==> src/logic/osc_ctrl_pkg.sv <==
// Register map, field layout and timing constants for the oscillator select control.
package osc_ctrl_pkg;

	// Register byte addresses on the register bus.
	localparam logic [7:0] OSC_CONTROL_ADDR = 8'h00;
	localparam logic [7:0] UNLOCK_KEY_ADDR  = 8'h04;
	localparam logic [7:0] IRQ_STATUS_ADDR  = 8'h08;
	localparam logic [7:0] IRQ_MASK_ADDR    = 8'h0c;

	// Field positions inside oscillator_control.
	localparam int PLL_MULT_LSB    = 16;
	localparam int CUR_OSC_LSB     = 12;
	localparam int NEW_OSC_LSB     = 8;
	localparam int SEL_LOCK_BIT    = 7;
	localparam int USB_LOCKED_BIT  = 6;
	localparam int SYS_LOCKED_BIT  = 5;
	localparam int SLEEP_WAIT_BIT  = 4;
	localparam int CLK_FAIL_BIT    = 3;

	// Interrupt status bit positions.
	localparam int IRQ_SWITCH_DONE = 0;
	localparam int IRQ_CLK_FAIL    = 1;
	localparam int IRQ_KEY_FAULT   = 2;
	localparam int IRQ_BITS        = 3;

	// Reset values.
	localparam logic [2:0] PLL_MULT_RESET = 3'h0;
	localparam logic [2:0] IRQ_MASK_RESET = 3'h0;

	// Unlock keys, arbitrary values, written in this order to the key register.
	localparam logic [31:0] UNLOCK_KEY1 = 32'h5a5a_1234;
	localparam logic [31:0] UNLOCK_KEY2 = 32'ha5a5_4321;

	// Settle time of a clock switch, in ns, and its cycle count at 100 ns per clock.
	localparam int CLK_PERIOD_NS   = 100;
	localparam int SWITCH_TIME_NS  = 800;
	localparam int SWITCH_CYCLES   = (SWITCH_TIME_NS + CLK_PERIOD_NS - 1) / CLK_PERIOD_NS;
	localparam logic [3:0] SWITCH_COUNT = 4'(SWITCH_CYCLES);

	// Clock source encodings, shared by the current and new source fields.
	localparam logic [2:0] SRC_FAST_RC       = 3'h0;
	localparam logic [2:0] SRC_FAST_RC_PLL   = 3'h1;
	localparam logic [2:0] SRC_PRIMARY       = 3'h2;
	localparam logic [2:0] SRC_PRIMARY_PLL   = 3'h3;
	localparam logic [2:0] SRC_SECONDARY     = 3'h4;
	localparam logic [2:0] SRC_LOW_POWER_RC  = 3'h5;
	localparam logic [2:0] SRC_FAST_RC_DIV16 = 3'h6;
	localparam logic [2:0] SRC_FAST_RC_DIVN  = 3'h7;

endpackage

==> src/logic/clock_switcher.sv <==
// Clock switch sequencer: walks the current source over to the requested one.
module clock_switcher
	import osc_ctrl_pkg::*;
(
	// Clock and reset
	input  wire logic       aclk,
	input  wire logic       aresetn,
	// Request
	input  wire logic [2:0] new_osc_select,
	// Status
	output logic [2:0]      current_osc_select,
	output logic            switch_done
);

	typedef enum logic [0:0] {SW_IDLE, SW_SETTLE} sw_state_t;

	sw_state_t  state_q, state_d;
	logic [3:0] count_q, count_d;
	logic [2:0] cur_q, cur_d;
	logic [2:0] target_q, target_d;
	logic       done_q, done_d;

	// A new request seen mid settle restarts the wait, so the reported source
	// never shows a value the clock tree did not settle on.
	always_comb begin
		state_d  = state_q;
		count_d  = count_q;
		cur_d    = cur_q;
		target_d = target_q;
		done_d   = 1'b0;
		unique case (state_q)
			SW_IDLE: begin
				if (new_osc_select != cur_q) begin
					state_d  = SW_SETTLE;
					target_d = new_osc_select;
					count_d  = SWITCH_COUNT;
				end
			end
			SW_SETTLE: begin
				if (new_osc_select != target_q) begin
					target_d = new_osc_select;
					count_d  = SWITCH_COUNT;
				end else if (count_q == 4'h1) begin
					cur_d   = target_q; // RULE16
					done_d  = 1'b1;
					state_d = SW_IDLE;
				end else begin
					count_d = count_q - 4'h1;
				end
			end
		endcase
	end

	always_ff @(posedge aclk) begin
		if (!aresetn) begin
			state_q  <= SW_IDLE;
			count_q  <= 4'h0;
			cur_q    <= SRC_FAST_RC;
			target_q <= SRC_FAST_RC;
			done_q   <= 1'b0;
		end else begin
			state_q  <= state_d;
			count_q  <= count_d;
			cur_q    <= cur_d;
			target_q <= target_d;
			done_q   <= done_d;
		end
	end

	assign current_osc_select = cur_q;
	assign switch_done        = done_q;

endmodule

==> src/logic/oscillator_select_control.sv <==
// Oscillator control register with unlock-guarded AXI4-Lite access and event interrupt.

////////////////////////////////////////////////////////////////////////////////

// Functional notes
// RULE1: The three-bit PLL field picks factors 15 to 19 for codes 0 to 4, then 20, 21 and 24.
// RULE2: The active clock source reads back in bits 14 to 12.
// RULE3: Sources 0-7 are fast RC, RC+PLL, primary, primary+PLL, secondary, LP RC, RC/16, RC/N.
// RULE4: The requested source is a writable field in bits 10 to 8 with the same coding.
// RULE5: Every reset loads the requested source from the configuration word's initial selection.
// RULE6: With switch/monitor config 1x a set lock bit 7 freezes clock and PLL selections.
// RULE7: With switch/monitor config 0x the selections are never locked.
// RULE8: Bit 6 reads one when the USB PLL is locked or its start-up timer expired.
// RULE9: Bit 5 reads one when the system PLL is locked or its start-up timer expired.
// RULE10: Bit 4 chooses sleep (1) or idle (0) for a wait instruction.
// RULE11: Bit 3 is set when the fail-safe monitor sees a clock failure.
// RULE12: A write to the control register is taken only after an unlock sequence, once per write.
// RULE13: The control register has no clear, set or invert alias addresses.
// RULE14: Bits 15 and 11 are unimplemented and read as zero.
// RULE15: Key values and their order are parameters; writes without the full sequence are ignored.
// RULE16: When a clock switch completes the current source equals the requested one.
module oscillator_select_control
	import osc_ctrl_pkg::*;
(
	// Clock and reset
	input  wire logic        aclk,
	input  wire logic        aresetn,
	// AXI4-Lite write address
	input  wire logic [7:0]  s_axi_awaddr,
	input  wire logic        s_axi_awvalid,
	output logic             s_axi_awready,
	// AXI4-Lite write data
	input  wire logic [31:0] s_axi_wdata,
	input  wire logic [3:0]  s_axi_wstrb,
	input  wire logic        s_axi_wvalid,
	output logic             s_axi_wready,
	// AXI4-Lite write response
	output logic [1:0]       s_axi_bresp,
	output logic             s_axi_bvalid,
	input  wire logic        s_axi_bready,
	// AXI4-Lite read address
	input  wire logic [7:0]  s_axi_araddr,
	input  wire logic        s_axi_arvalid,
	output logic             s_axi_arready,
	// AXI4-Lite read data
	output logic [31:0]      s_axi_rdata,
	output logic [1:0]       s_axi_rresp,
	output logic             s_axi_rvalid,
	input  wire logic        s_axi_rready,
	// Configuration word fields
	input  wire logic [2:0]  initial_osc_config,
	input  wire logic [1:0]  switch_monitor_config,
	// Clock tree status
	input  wire logic        usb_pll_locked_in,
	input  wire logic        usb_pll_timer_done,
	input  wire logic        sys_pll_locked_in,
	input  wire logic        sys_pll_timer_done,
	input  wire logic        fail_safe_monitor_fail,
	// Clock tree and power control
	output logic [2:0]       pll_multiplier,
	output logic [4:0]       pll_factor,
	output logic [2:0]       new_osc_select,
	output logic [2:0]       current_osc_select,
	input  wire logic        wait_exec,
	output logic             enter_sleep,
	output logic             enter_idle,
	// Interrupt
	output logic             irq
);

	////////////////////////////////////////////////////////////////////////////////
	// Register state.

	logic [2:0]          pll_q, pll_d;
	logic [2:0]          req_q, req_d;
	logic                lock_q, lock_d;
	logic                slp_q, slp_d;
	logic                fail_q, fail_d;
	logic [1:0]          key_q, key_d;
	logic [IRQ_BITS-1:0] stat_q, stat_d;
	logic [IRQ_BITS-1:0] mask_q, mask_d;
	logic                req_load_q;

	// Write channel state.
	logic        aw_held_q, aw_held_d;
	logic        w_held_q, w_held_d;
	logic [7:0]  awaddr_q, awaddr_d;
	logic [31:0] wdata_q, wdata_d;
	logic [3:0]  wstrb_q, wstrb_d;
	logic        bvalid_q, bvalid_d;
	logic [1:0]  bresp_q, bresp_d;

	// Read channel state.
	logic        rvalid_q, rvalid_d;
	logic [31:0] rdata_q, rdata_d;
	logic [1:0]  rresp_q, rresp_d;

	logic        switch_done;
	logic [2:0]  cur_osc;
	logic        frozen;
	logic        wr_fire;
	logic [31:0] osc_word;

	clock_switcher u_switch (
		.aclk               (aclk),
		.aresetn            (aresetn),
		.new_osc_select     (req_q),
		.current_osc_select (cur_osc),
		.switch_done        (switch_done)
	);

	////////////////////////////////////////////////////////////////////////////////
	// Read-back view and derived status.

	assign frozen = switch_monitor_config[1] & lock_q; // RULE6 RULE7

	always_comb begin
		osc_word = 32'h0; // RULE14
		osc_word[PLL_MULT_LSB +: 3] = pll_q;
		osc_word[CUR_OSC_LSB +: 3]  = cur_osc; // RULE2 RULE3
		osc_word[NEW_OSC_LSB +: 3]  = req_q; // RULE4
		osc_word[SEL_LOCK_BIT]      = lock_q;
		osc_word[USB_LOCKED_BIT]    = usb_pll_locked_in | usb_pll_timer_done; // RULE8
		osc_word[SYS_LOCKED_BIT]    = sys_pll_locked_in | sys_pll_timer_done; // RULE9
		osc_word[SLEEP_WAIT_BIT]    = slp_q;
		osc_word[CLK_FAIL_BIT]      = fail_q;
	end

	always_comb begin
		unique case (pll_q) // RULE1
			3'h5:    pll_factor = 5'h14;
			3'h6:    pll_factor = 5'h15;
			3'h7:    pll_factor = 5'h18;
			default: pll_factor = 5'h0f + {2'h0, pll_q};
		endcase
	end

	////////////////////////////////////////////////////////////////////////////////
	// Write path: address and data are taken in either order, then one response.

	assign s_axi_awready = !aw_held_q && !bvalid_q;
	assign s_axi_wready  = !w_held_q && !bvalid_q;
	// Built from the held flags and this cycle's handshakes, not from next-state
	// values, so the strobe cannot feed back through the flags that it clears.
	assign wr_fire       = (aw_held_q || (s_axi_awvalid && s_axi_awready))
		&& (w_held_q || (s_axi_wvalid && s_axi_wready)) && !bvalid_q;

	always_comb begin
		aw_held_d = aw_held_q;
		w_held_d  = w_held_q;
		awaddr_d  = awaddr_q;
		wdata_d   = wdata_q;
		wstrb_d   = wstrb_q;
		bvalid_d  = bvalid_q;
		bresp_d   = bresp_q;
		pll_d     = pll_q;
		req_d     = req_q;
		lock_d    = lock_q;
		slp_d     = slp_q;
		key_d     = key_q;
		mask_d    = mask_q;
		stat_d    = stat_q;
		fail_d    = fail_q | fail_safe_monitor_fail; // RULE11
		if (s_axi_awvalid && s_axi_awready) begin
			aw_held_d = 1'b1;
			awaddr_d  = s_axi_awaddr;
		end
		if (s_axi_wvalid && s_axi_wready) begin
			w_held_d = 1'b1;
			wdata_d  = s_axi_wdata;
			wstrb_d  = s_axi_wstrb;
		end
		if (bvalid_q && s_axi_bready) begin
			bvalid_d = 1'b0;
		end
		if (wr_fire) begin
			aw_held_d = 1'b0;
			w_held_d  = 1'b0;
			bvalid_d  = 1'b1;
			bresp_d   = 2'b00;
			// Only the plain word address decodes; alias offsets fall to SLVERR.
			unique case (awaddr_d) // RULE13
				UNLOCK_KEY_ADDR: begin
					if (key_q == 2'h0 && wdata_d == UNLOCK_KEY1) begin // RULE15
						key_d = 2'h1;
					end else if (key_q == 2'h1 && wdata_d == UNLOCK_KEY2) begin
						key_d = 2'h2;
					end else begin
						key_d = 2'h0;
					end
				end
				OSC_CONTROL_ADDR: begin
					key_d = 2'h0; // RULE12
					if (key_q == 2'h2) begin // RULE12 RULE15
						if (!frozen && wstrb_d[2]) begin // RULE6 RULE7
							pll_d = wdata_d[PLL_MULT_LSB +: 3];
						end
						if (!frozen && wstrb_d[1]) begin
							req_d = wdata_d[NEW_OSC_LSB +: 3];
						end
						if (wstrb_d[0]) begin
							lock_d = wdata_d[SEL_LOCK_BIT];
							slp_d  = wdata_d[SLEEP_WAIT_BIT];
							// Software may only clear the fail flag; a new failure wins.
							fail_d = (fail_q & wdata_d[CLK_FAIL_BIT]) | fail_safe_monitor_fail;
						end
					end else begin
						stat_d[IRQ_KEY_FAULT] = 1'b1;
						bresp_d = 2'b10;
					end
				end
				IRQ_STATUS_ADDR: begin
					if (wstrb_d[0]) begin
						stat_d = stat_q & ~wdata_d[IRQ_BITS-1:0];
					end
				end
				IRQ_MASK_ADDR: begin
					if (wstrb_d[0]) begin
						mask_d = wdata_d[IRQ_BITS-1:0];
					end
				end
				default: bresp_d = 2'b10;
			endcase
		end
		// Hardware events are applied last so a set in the clear cycle wins.
		if (switch_done) begin
			stat_d[IRQ_SWITCH_DONE] = 1'b1;
		end
		if (fail_safe_monitor_fail && !fail_q) begin
			stat_d[IRQ_CLK_FAIL] = 1'b1;
		end
		if (!req_load_q) begin
			req_d = initial_osc_config; // RULE5
		end
	end

	////////////////////////////////////////////////////////////////////////////////
	// Read path: one cycle from address to data.

	assign s_axi_arready = !rvalid_q;

	always_comb begin
		rvalid_d = rvalid_q;
		rdata_d  = rdata_q;
		rresp_d  = rresp_q;
		if (rvalid_q && s_axi_rready) begin
			rvalid_d = 1'b0;
		end
		if (s_axi_arvalid && s_axi_arready) begin
			rvalid_d = 1'b1;
			rresp_d  = 2'b00;
			rdata_d  = 32'h0;
			unique case (s_axi_araddr)
				OSC_CONTROL_ADDR: rdata_d = osc_word;
				UNLOCK_KEY_ADDR:  rdata_d = {30'h0, key_q};
				IRQ_STATUS_ADDR:  rdata_d = {29'h0, stat_q};
				IRQ_MASK_ADDR:    rdata_d = {29'h0, mask_q};
				default:          rresp_d = 2'b10;
			endcase
		end
	end

	////////////////////////////////////////////////////////////////////////////////
	// Registers.

	always_ff @(posedge aclk) begin
		if (!aresetn) begin
			pll_q       <= PLL_MULT_RESET;
			req_q       <= SRC_FAST_RC;
			req_load_q  <= 1'b0;
			lock_q      <= 1'b0;
			slp_q       <= 1'b0;
			fail_q      <= 1'b0;
			key_q       <= 2'h0;
			stat_q      <= '0;
			mask_q      <= IRQ_MASK_RESET;
			aw_held_q   <= 1'b0;
			w_held_q    <= 1'b0;
			awaddr_q    <= 8'h0;
			wdata_q     <= 32'h0;
			wstrb_q     <= 4'h0;
			bvalid_q    <= 1'b0;
			bresp_q     <= 2'b00;
			rvalid_q    <= 1'b0;
			rdata_q     <= 32'h0;
			rresp_q     <= 2'b00;
		end else begin
			pll_q       <= pll_d;
			req_q       <= req_d;
			req_load_q  <= 1'b1;
			lock_q      <= lock_d;
			slp_q       <= slp_d;
			fail_q      <= fail_d;
			key_q       <= key_d;
			stat_q      <= stat_d;
			mask_q      <= mask_d;
			aw_held_q   <= aw_held_d;
			w_held_q    <= w_held_d;
			awaddr_q    <= awaddr_d;
			wdata_q     <= wdata_d;
			wstrb_q     <= wstrb_d;
			bvalid_q    <= bvalid_d;
			bresp_q     <= bresp_d;
			rvalid_q    <= rvalid_d;
			rdata_q     <= rdata_d;
			rresp_q     <= rresp_d;
		end
	end

	////////////////////////////////////////////////////////////////////////////////
	// Outputs.

	assign s_axi_bvalid       = bvalid_q;
	assign s_axi_bresp        = bresp_q;
	assign s_axi_rvalid       = rvalid_q;
	assign s_axi_rdata        = rdata_q;
	assign s_axi_rresp        = rresp_q;
	assign pll_multiplier     = pll_q;
	assign new_osc_select     = req_q;
	assign current_osc_select = cur_osc;
	assign enter_sleep        = wait_exec & slp_q; // RULE10
	assign enter_idle         = wait_exec & ~slp_q; // RULE10
	assign irq                = |(stat_q & mask_q);

endmodule

==> config.mk <==
export PLATFORM = sky130hd
export DESIGN_NAME = oscillator_select_control
export DESIGN_NICKNAME = d
export VERILOG_FILES = /design/src/logic/osc_ctrl_pkg.sv /design/src/logic/clock_switcher.sv /design/src/logic/oscillator_select_control.sv
export SDC_FILE = /design/constraint.sdc
export NUM_CORES = 1
export LEC_CHECK = 0
export ABC_AREA = 1
export BUFFER_PORTS_ARGS = -buffer_cell sky130_fd_sc_hd__buf_2
export CAP_MARGIN = 0
export CORE_MARGIN = 2
export CORE_UTILIZATION = 39
export DETAILED_ROUTE_END_ITERATION = 8
export GPL_TIMING_DRIVEN = 0
export MAX_ROUTING_LAYER = met4
export SLEW_MARGIN = 20
export SYNTH_ARGS = -nofsm -noshare
export SYNTH_HDL_FRONTEND = slang
export SYNTH_HIERARCHICAL = 1
export SYNTH_SLANG_ARGS = --single-unit
==> constraint.sdc <==
create_clock -name aclk -period 3.3 [get_ports aclk]
set_clock_uncertainty 0.15 [all_clocks]
set_input_delay 0.66 -clock aclk [delete_from_list [all_inputs] [get_ports aclk]]
set_output_delay 0.66 -clock aclk [all_outputs]
set_load 0.05 [all_outputs]
==> summary.txt <==
RSZ-0062 raised after global routing -> no
Global-route wire length before repair -> 19900 um
Max_slew headroom -> 0.395
Hold Vio Cnt, Final -> 0
Post-synth top area share -> 0.398
Util after Layout -> 0.494
Final Instance Count excl. Fillers -> 1022
TritonCTS Buffers -> 9
Crit path cell chain -> inv_1 -> ha_1 -> inv_1 -> a21oi_1 -> inv_1 -> a22oi_1 -> buf_2
Worst Tran Pin Value -> 899 ps
CTS tree -> done
Post-placement cell count -> 1006
Setup TNS -> 0 ps
Worst hold path class -> input pin to register
Post-synthesis cell type count -> 37
Drt via density -> 4.58
Htree depth -> 3
Slowest CP cell -> dfxtp_1
Nets -> 926
Fillers -> 1225
Clock Latency Late Sink -> 350 ps
Critical path class -> register to output pin
Seq/Total Area, Yosys -> 0.398
Req. time, crit path -> 2490 ps
Synthesized instance count -> 715
IO Port Bufs -> 107
Crit path DAT -> 1950 ps
Most used cell along the critical path -> inv_1
Resized Gates After CTS -> 0
Synth Area per Inst -> 6.76 sq um
Initial antenna violation count -> 0
CP endpoint kind -> output pin
Initial drt markers -> 203
Final setup margin -> 544 ps
PD cells -> 560 nW/um^2
CTS Buffer Depth -> 2
Crit share post-route -> 0.835
Highest-count cells in the layout ignoring fill and taps -> 184 x nand2_1, 115 x buf_2, 113 x nor2_1, 96 x dfxtp_1, 86 x inv_1
Die Ht -> 115 um
Pins over their slew limit -> 0
I/O pin total -> 128
Final setup vio count -> 0
Worst slack, placed -> 704 ps
Drt drc -> 0
Worst vdd ir -> 0.000206 V
Die Footprint -> 13300 sq um
Post-route ant nets -> 0
Hold Crit Depth -> 1
Post-synthesis register bit count -> 96
DR pass1 iterations -> 5
FF-to-FF End -> key_q[0]$_SDFFE_PN0P_
GR Overflow Total -> 0
Type of origin of the critical path -> register
Detailed-route via count -> 4677
Number of max-cap violations -> 0
Delay of the slowest critical-path stage -> 360 ps
Clock slew at reported path FFs -> 60 ps
Core Region -> 12100 sq um
Clk sinks -> 96
Maximum number of pins on one net before global-route repair -> 16
Most common cell after layout, fill and taps aside -> nand2_1
Area Growth Syn to Fin -> 23.2%
Cts hold-fix bufs -> 0
Root buffer cell -> clkbuf_16
GRT Util Overall -> 0.197
Max Clock Freq -> 0.363 GHz
Synth Cell Area -> 4830 sq um
Placement Rows -> 40
Reg2reg start -> s_axi_bvalid$_SDFFE_PN0P_
Die Width -> 115 um
Yosys top cell by area -> dfxtp_1
R2R Setup Slk -> 1200 ps
Worst Hold Path EP -> req_load_q$_DFF_P_
Fraction of layout cells with a size suffix above 1 -> 0.222
DP HPWL -> 9590 um
Yosys synthesis warning count -> 6
Pleak -> 0.00298 uW
Synth top area cells -> dfxtp_1 40%, nand2_1 14%, nor2_1 8.8%, inv_1 6.7%, nand3_1 5.4%
Vias in the first global route -> 4315
Status -> completed
Tmin final -> 2760 ps
N_diodes -> 0
Top fanout value on the critical path -> 6
Initial Util -> 0.401
Wire per inst -> 12.0 um
Routability cong. -> 0.884
# Post-CTS Setup Buffers -> 0
HP Start -> aresetn
Post-Route WL -> 12300 um
Worst R2R Path Depth -> 11
-- Yosys cell counts, drive strengths merged --
master,number
clkbuf,9
o21a,4
and3,1
nand2,202
a32o,1
buf,32
nor2,124
or2,2
a22oi,1
ha,7
a21oi,47
nand3b,4
o31ai,1
nor4,2
clkinv,1
nor3b,1
nand3,56
o21ai,27
conb,1
nor3,2
o211ai,1
nand4,5
dfxtp,96
inv,88
-- metrics by stage --
step	cell area, sq um	power (uW)	hold slack (ps)
2_1_floorplan	4890	2050	265
3_3_place_gp	5640	2250	300
3_5_place_dp	5640	2270	306
4_1_cts	5960	3370	293
5_1_grt	5960	3540	302
6_report	5960	3340	307
-- state kept, by name, indices dropped and copies added, names as in the netlist, 2 cells and up --
| register | flops |
|---|---|
| s_axi_rdata | 17 |
| stat_q | 3 |
| pll_multiplier | 3 |
| key_q | 2 |
| wstrb_q | 3 |
| u_switch/current_osc_select | 3 |
| new_osc_select | 3 |
| u_switch/target_q | 3 |
| mask_q | 3 |
| wdata_q | 32 |
| u_switch/count_q | 4 |
| awaddr_q | 8 |
-- critical path: cells and delay by family, from the launching register on --
family	cells	cell delay, ps
adders and majority gates	1	160
buffers and inverters	4	620
AOI/OAI and AO/OA	2	460
DFF	1	360
-- final cells by class --
class | instances | area [sq um] | share of cell area
multi-input combinational | 505 | 2380 | 0.400
timing repair buffer | 107 | 536 | 0.0899
clock inverter | 4 | 51.3 | 0.00861
clock buffer | 12 | 267 | 0.0447
sequential | 96 | 1920 | 0.323
inverter | 89 | 334 | 0.0561
tap | 168 | 210 | 0.0353
buffer | 41 | 254 | 0.0426
-- kinds of logic after synthesis --
group,Yosys count,synth area share
AO/OA/AOI/OAI,82,0.0903
adder cells (fa/ha/maj),7,0.0181
buffers and inverters,130,0.122
flip-flops,96,0.398
other,1,0.000776
AND/OR/NAND/NOR,399,0.371
-- power by group --
group,total (uW),leakage [uW],internal (uW),switching (uW)
clock,1090,0.000155,649,441
combinational,926,0.00204,288,639
sequential,1320,0.000786,1260,57.9
total,3340,0.00298,2200,1140
-- per-layer routing --
metal	global-route usage	vias to the layer above	routed length (um)
li1	-	2451	-
met1	0.240	2101	5640
met2	0.320	108	5900
met3	0.0374	17	520
met4	0.0803	0	234
met5	-	-	0
-- worst max-delay path by stage --
stage	depth (start not counted)	end	slack, ps	from
4_1_cts	7	pll_factor[2]	530	pll_multiplier[1]$_SDFFE_PN0P_
5_1_grt	8	pll_factor[2]	380	pll_multiplier[1]$_SDFFE_PN0P_
6_report	7	pll_factor[2]	540	pll_multiplier[1]$_SDFFE_PN0P_
3_5_place_dp	6	s_axi_rdata[10]$_SDFFE_PN0P_	700	s_axi_araddr[1]
2_1_floorplan	4	pll_factor[2]	300	pll_multiplier[0]$_SDFFE_PN0P_
3_3_place_gp	6	s_axi_rdata[10]$_SDFFE_PN0P_	740	s_axi_araddr[1]
Power figures use the tool's default switching activity.
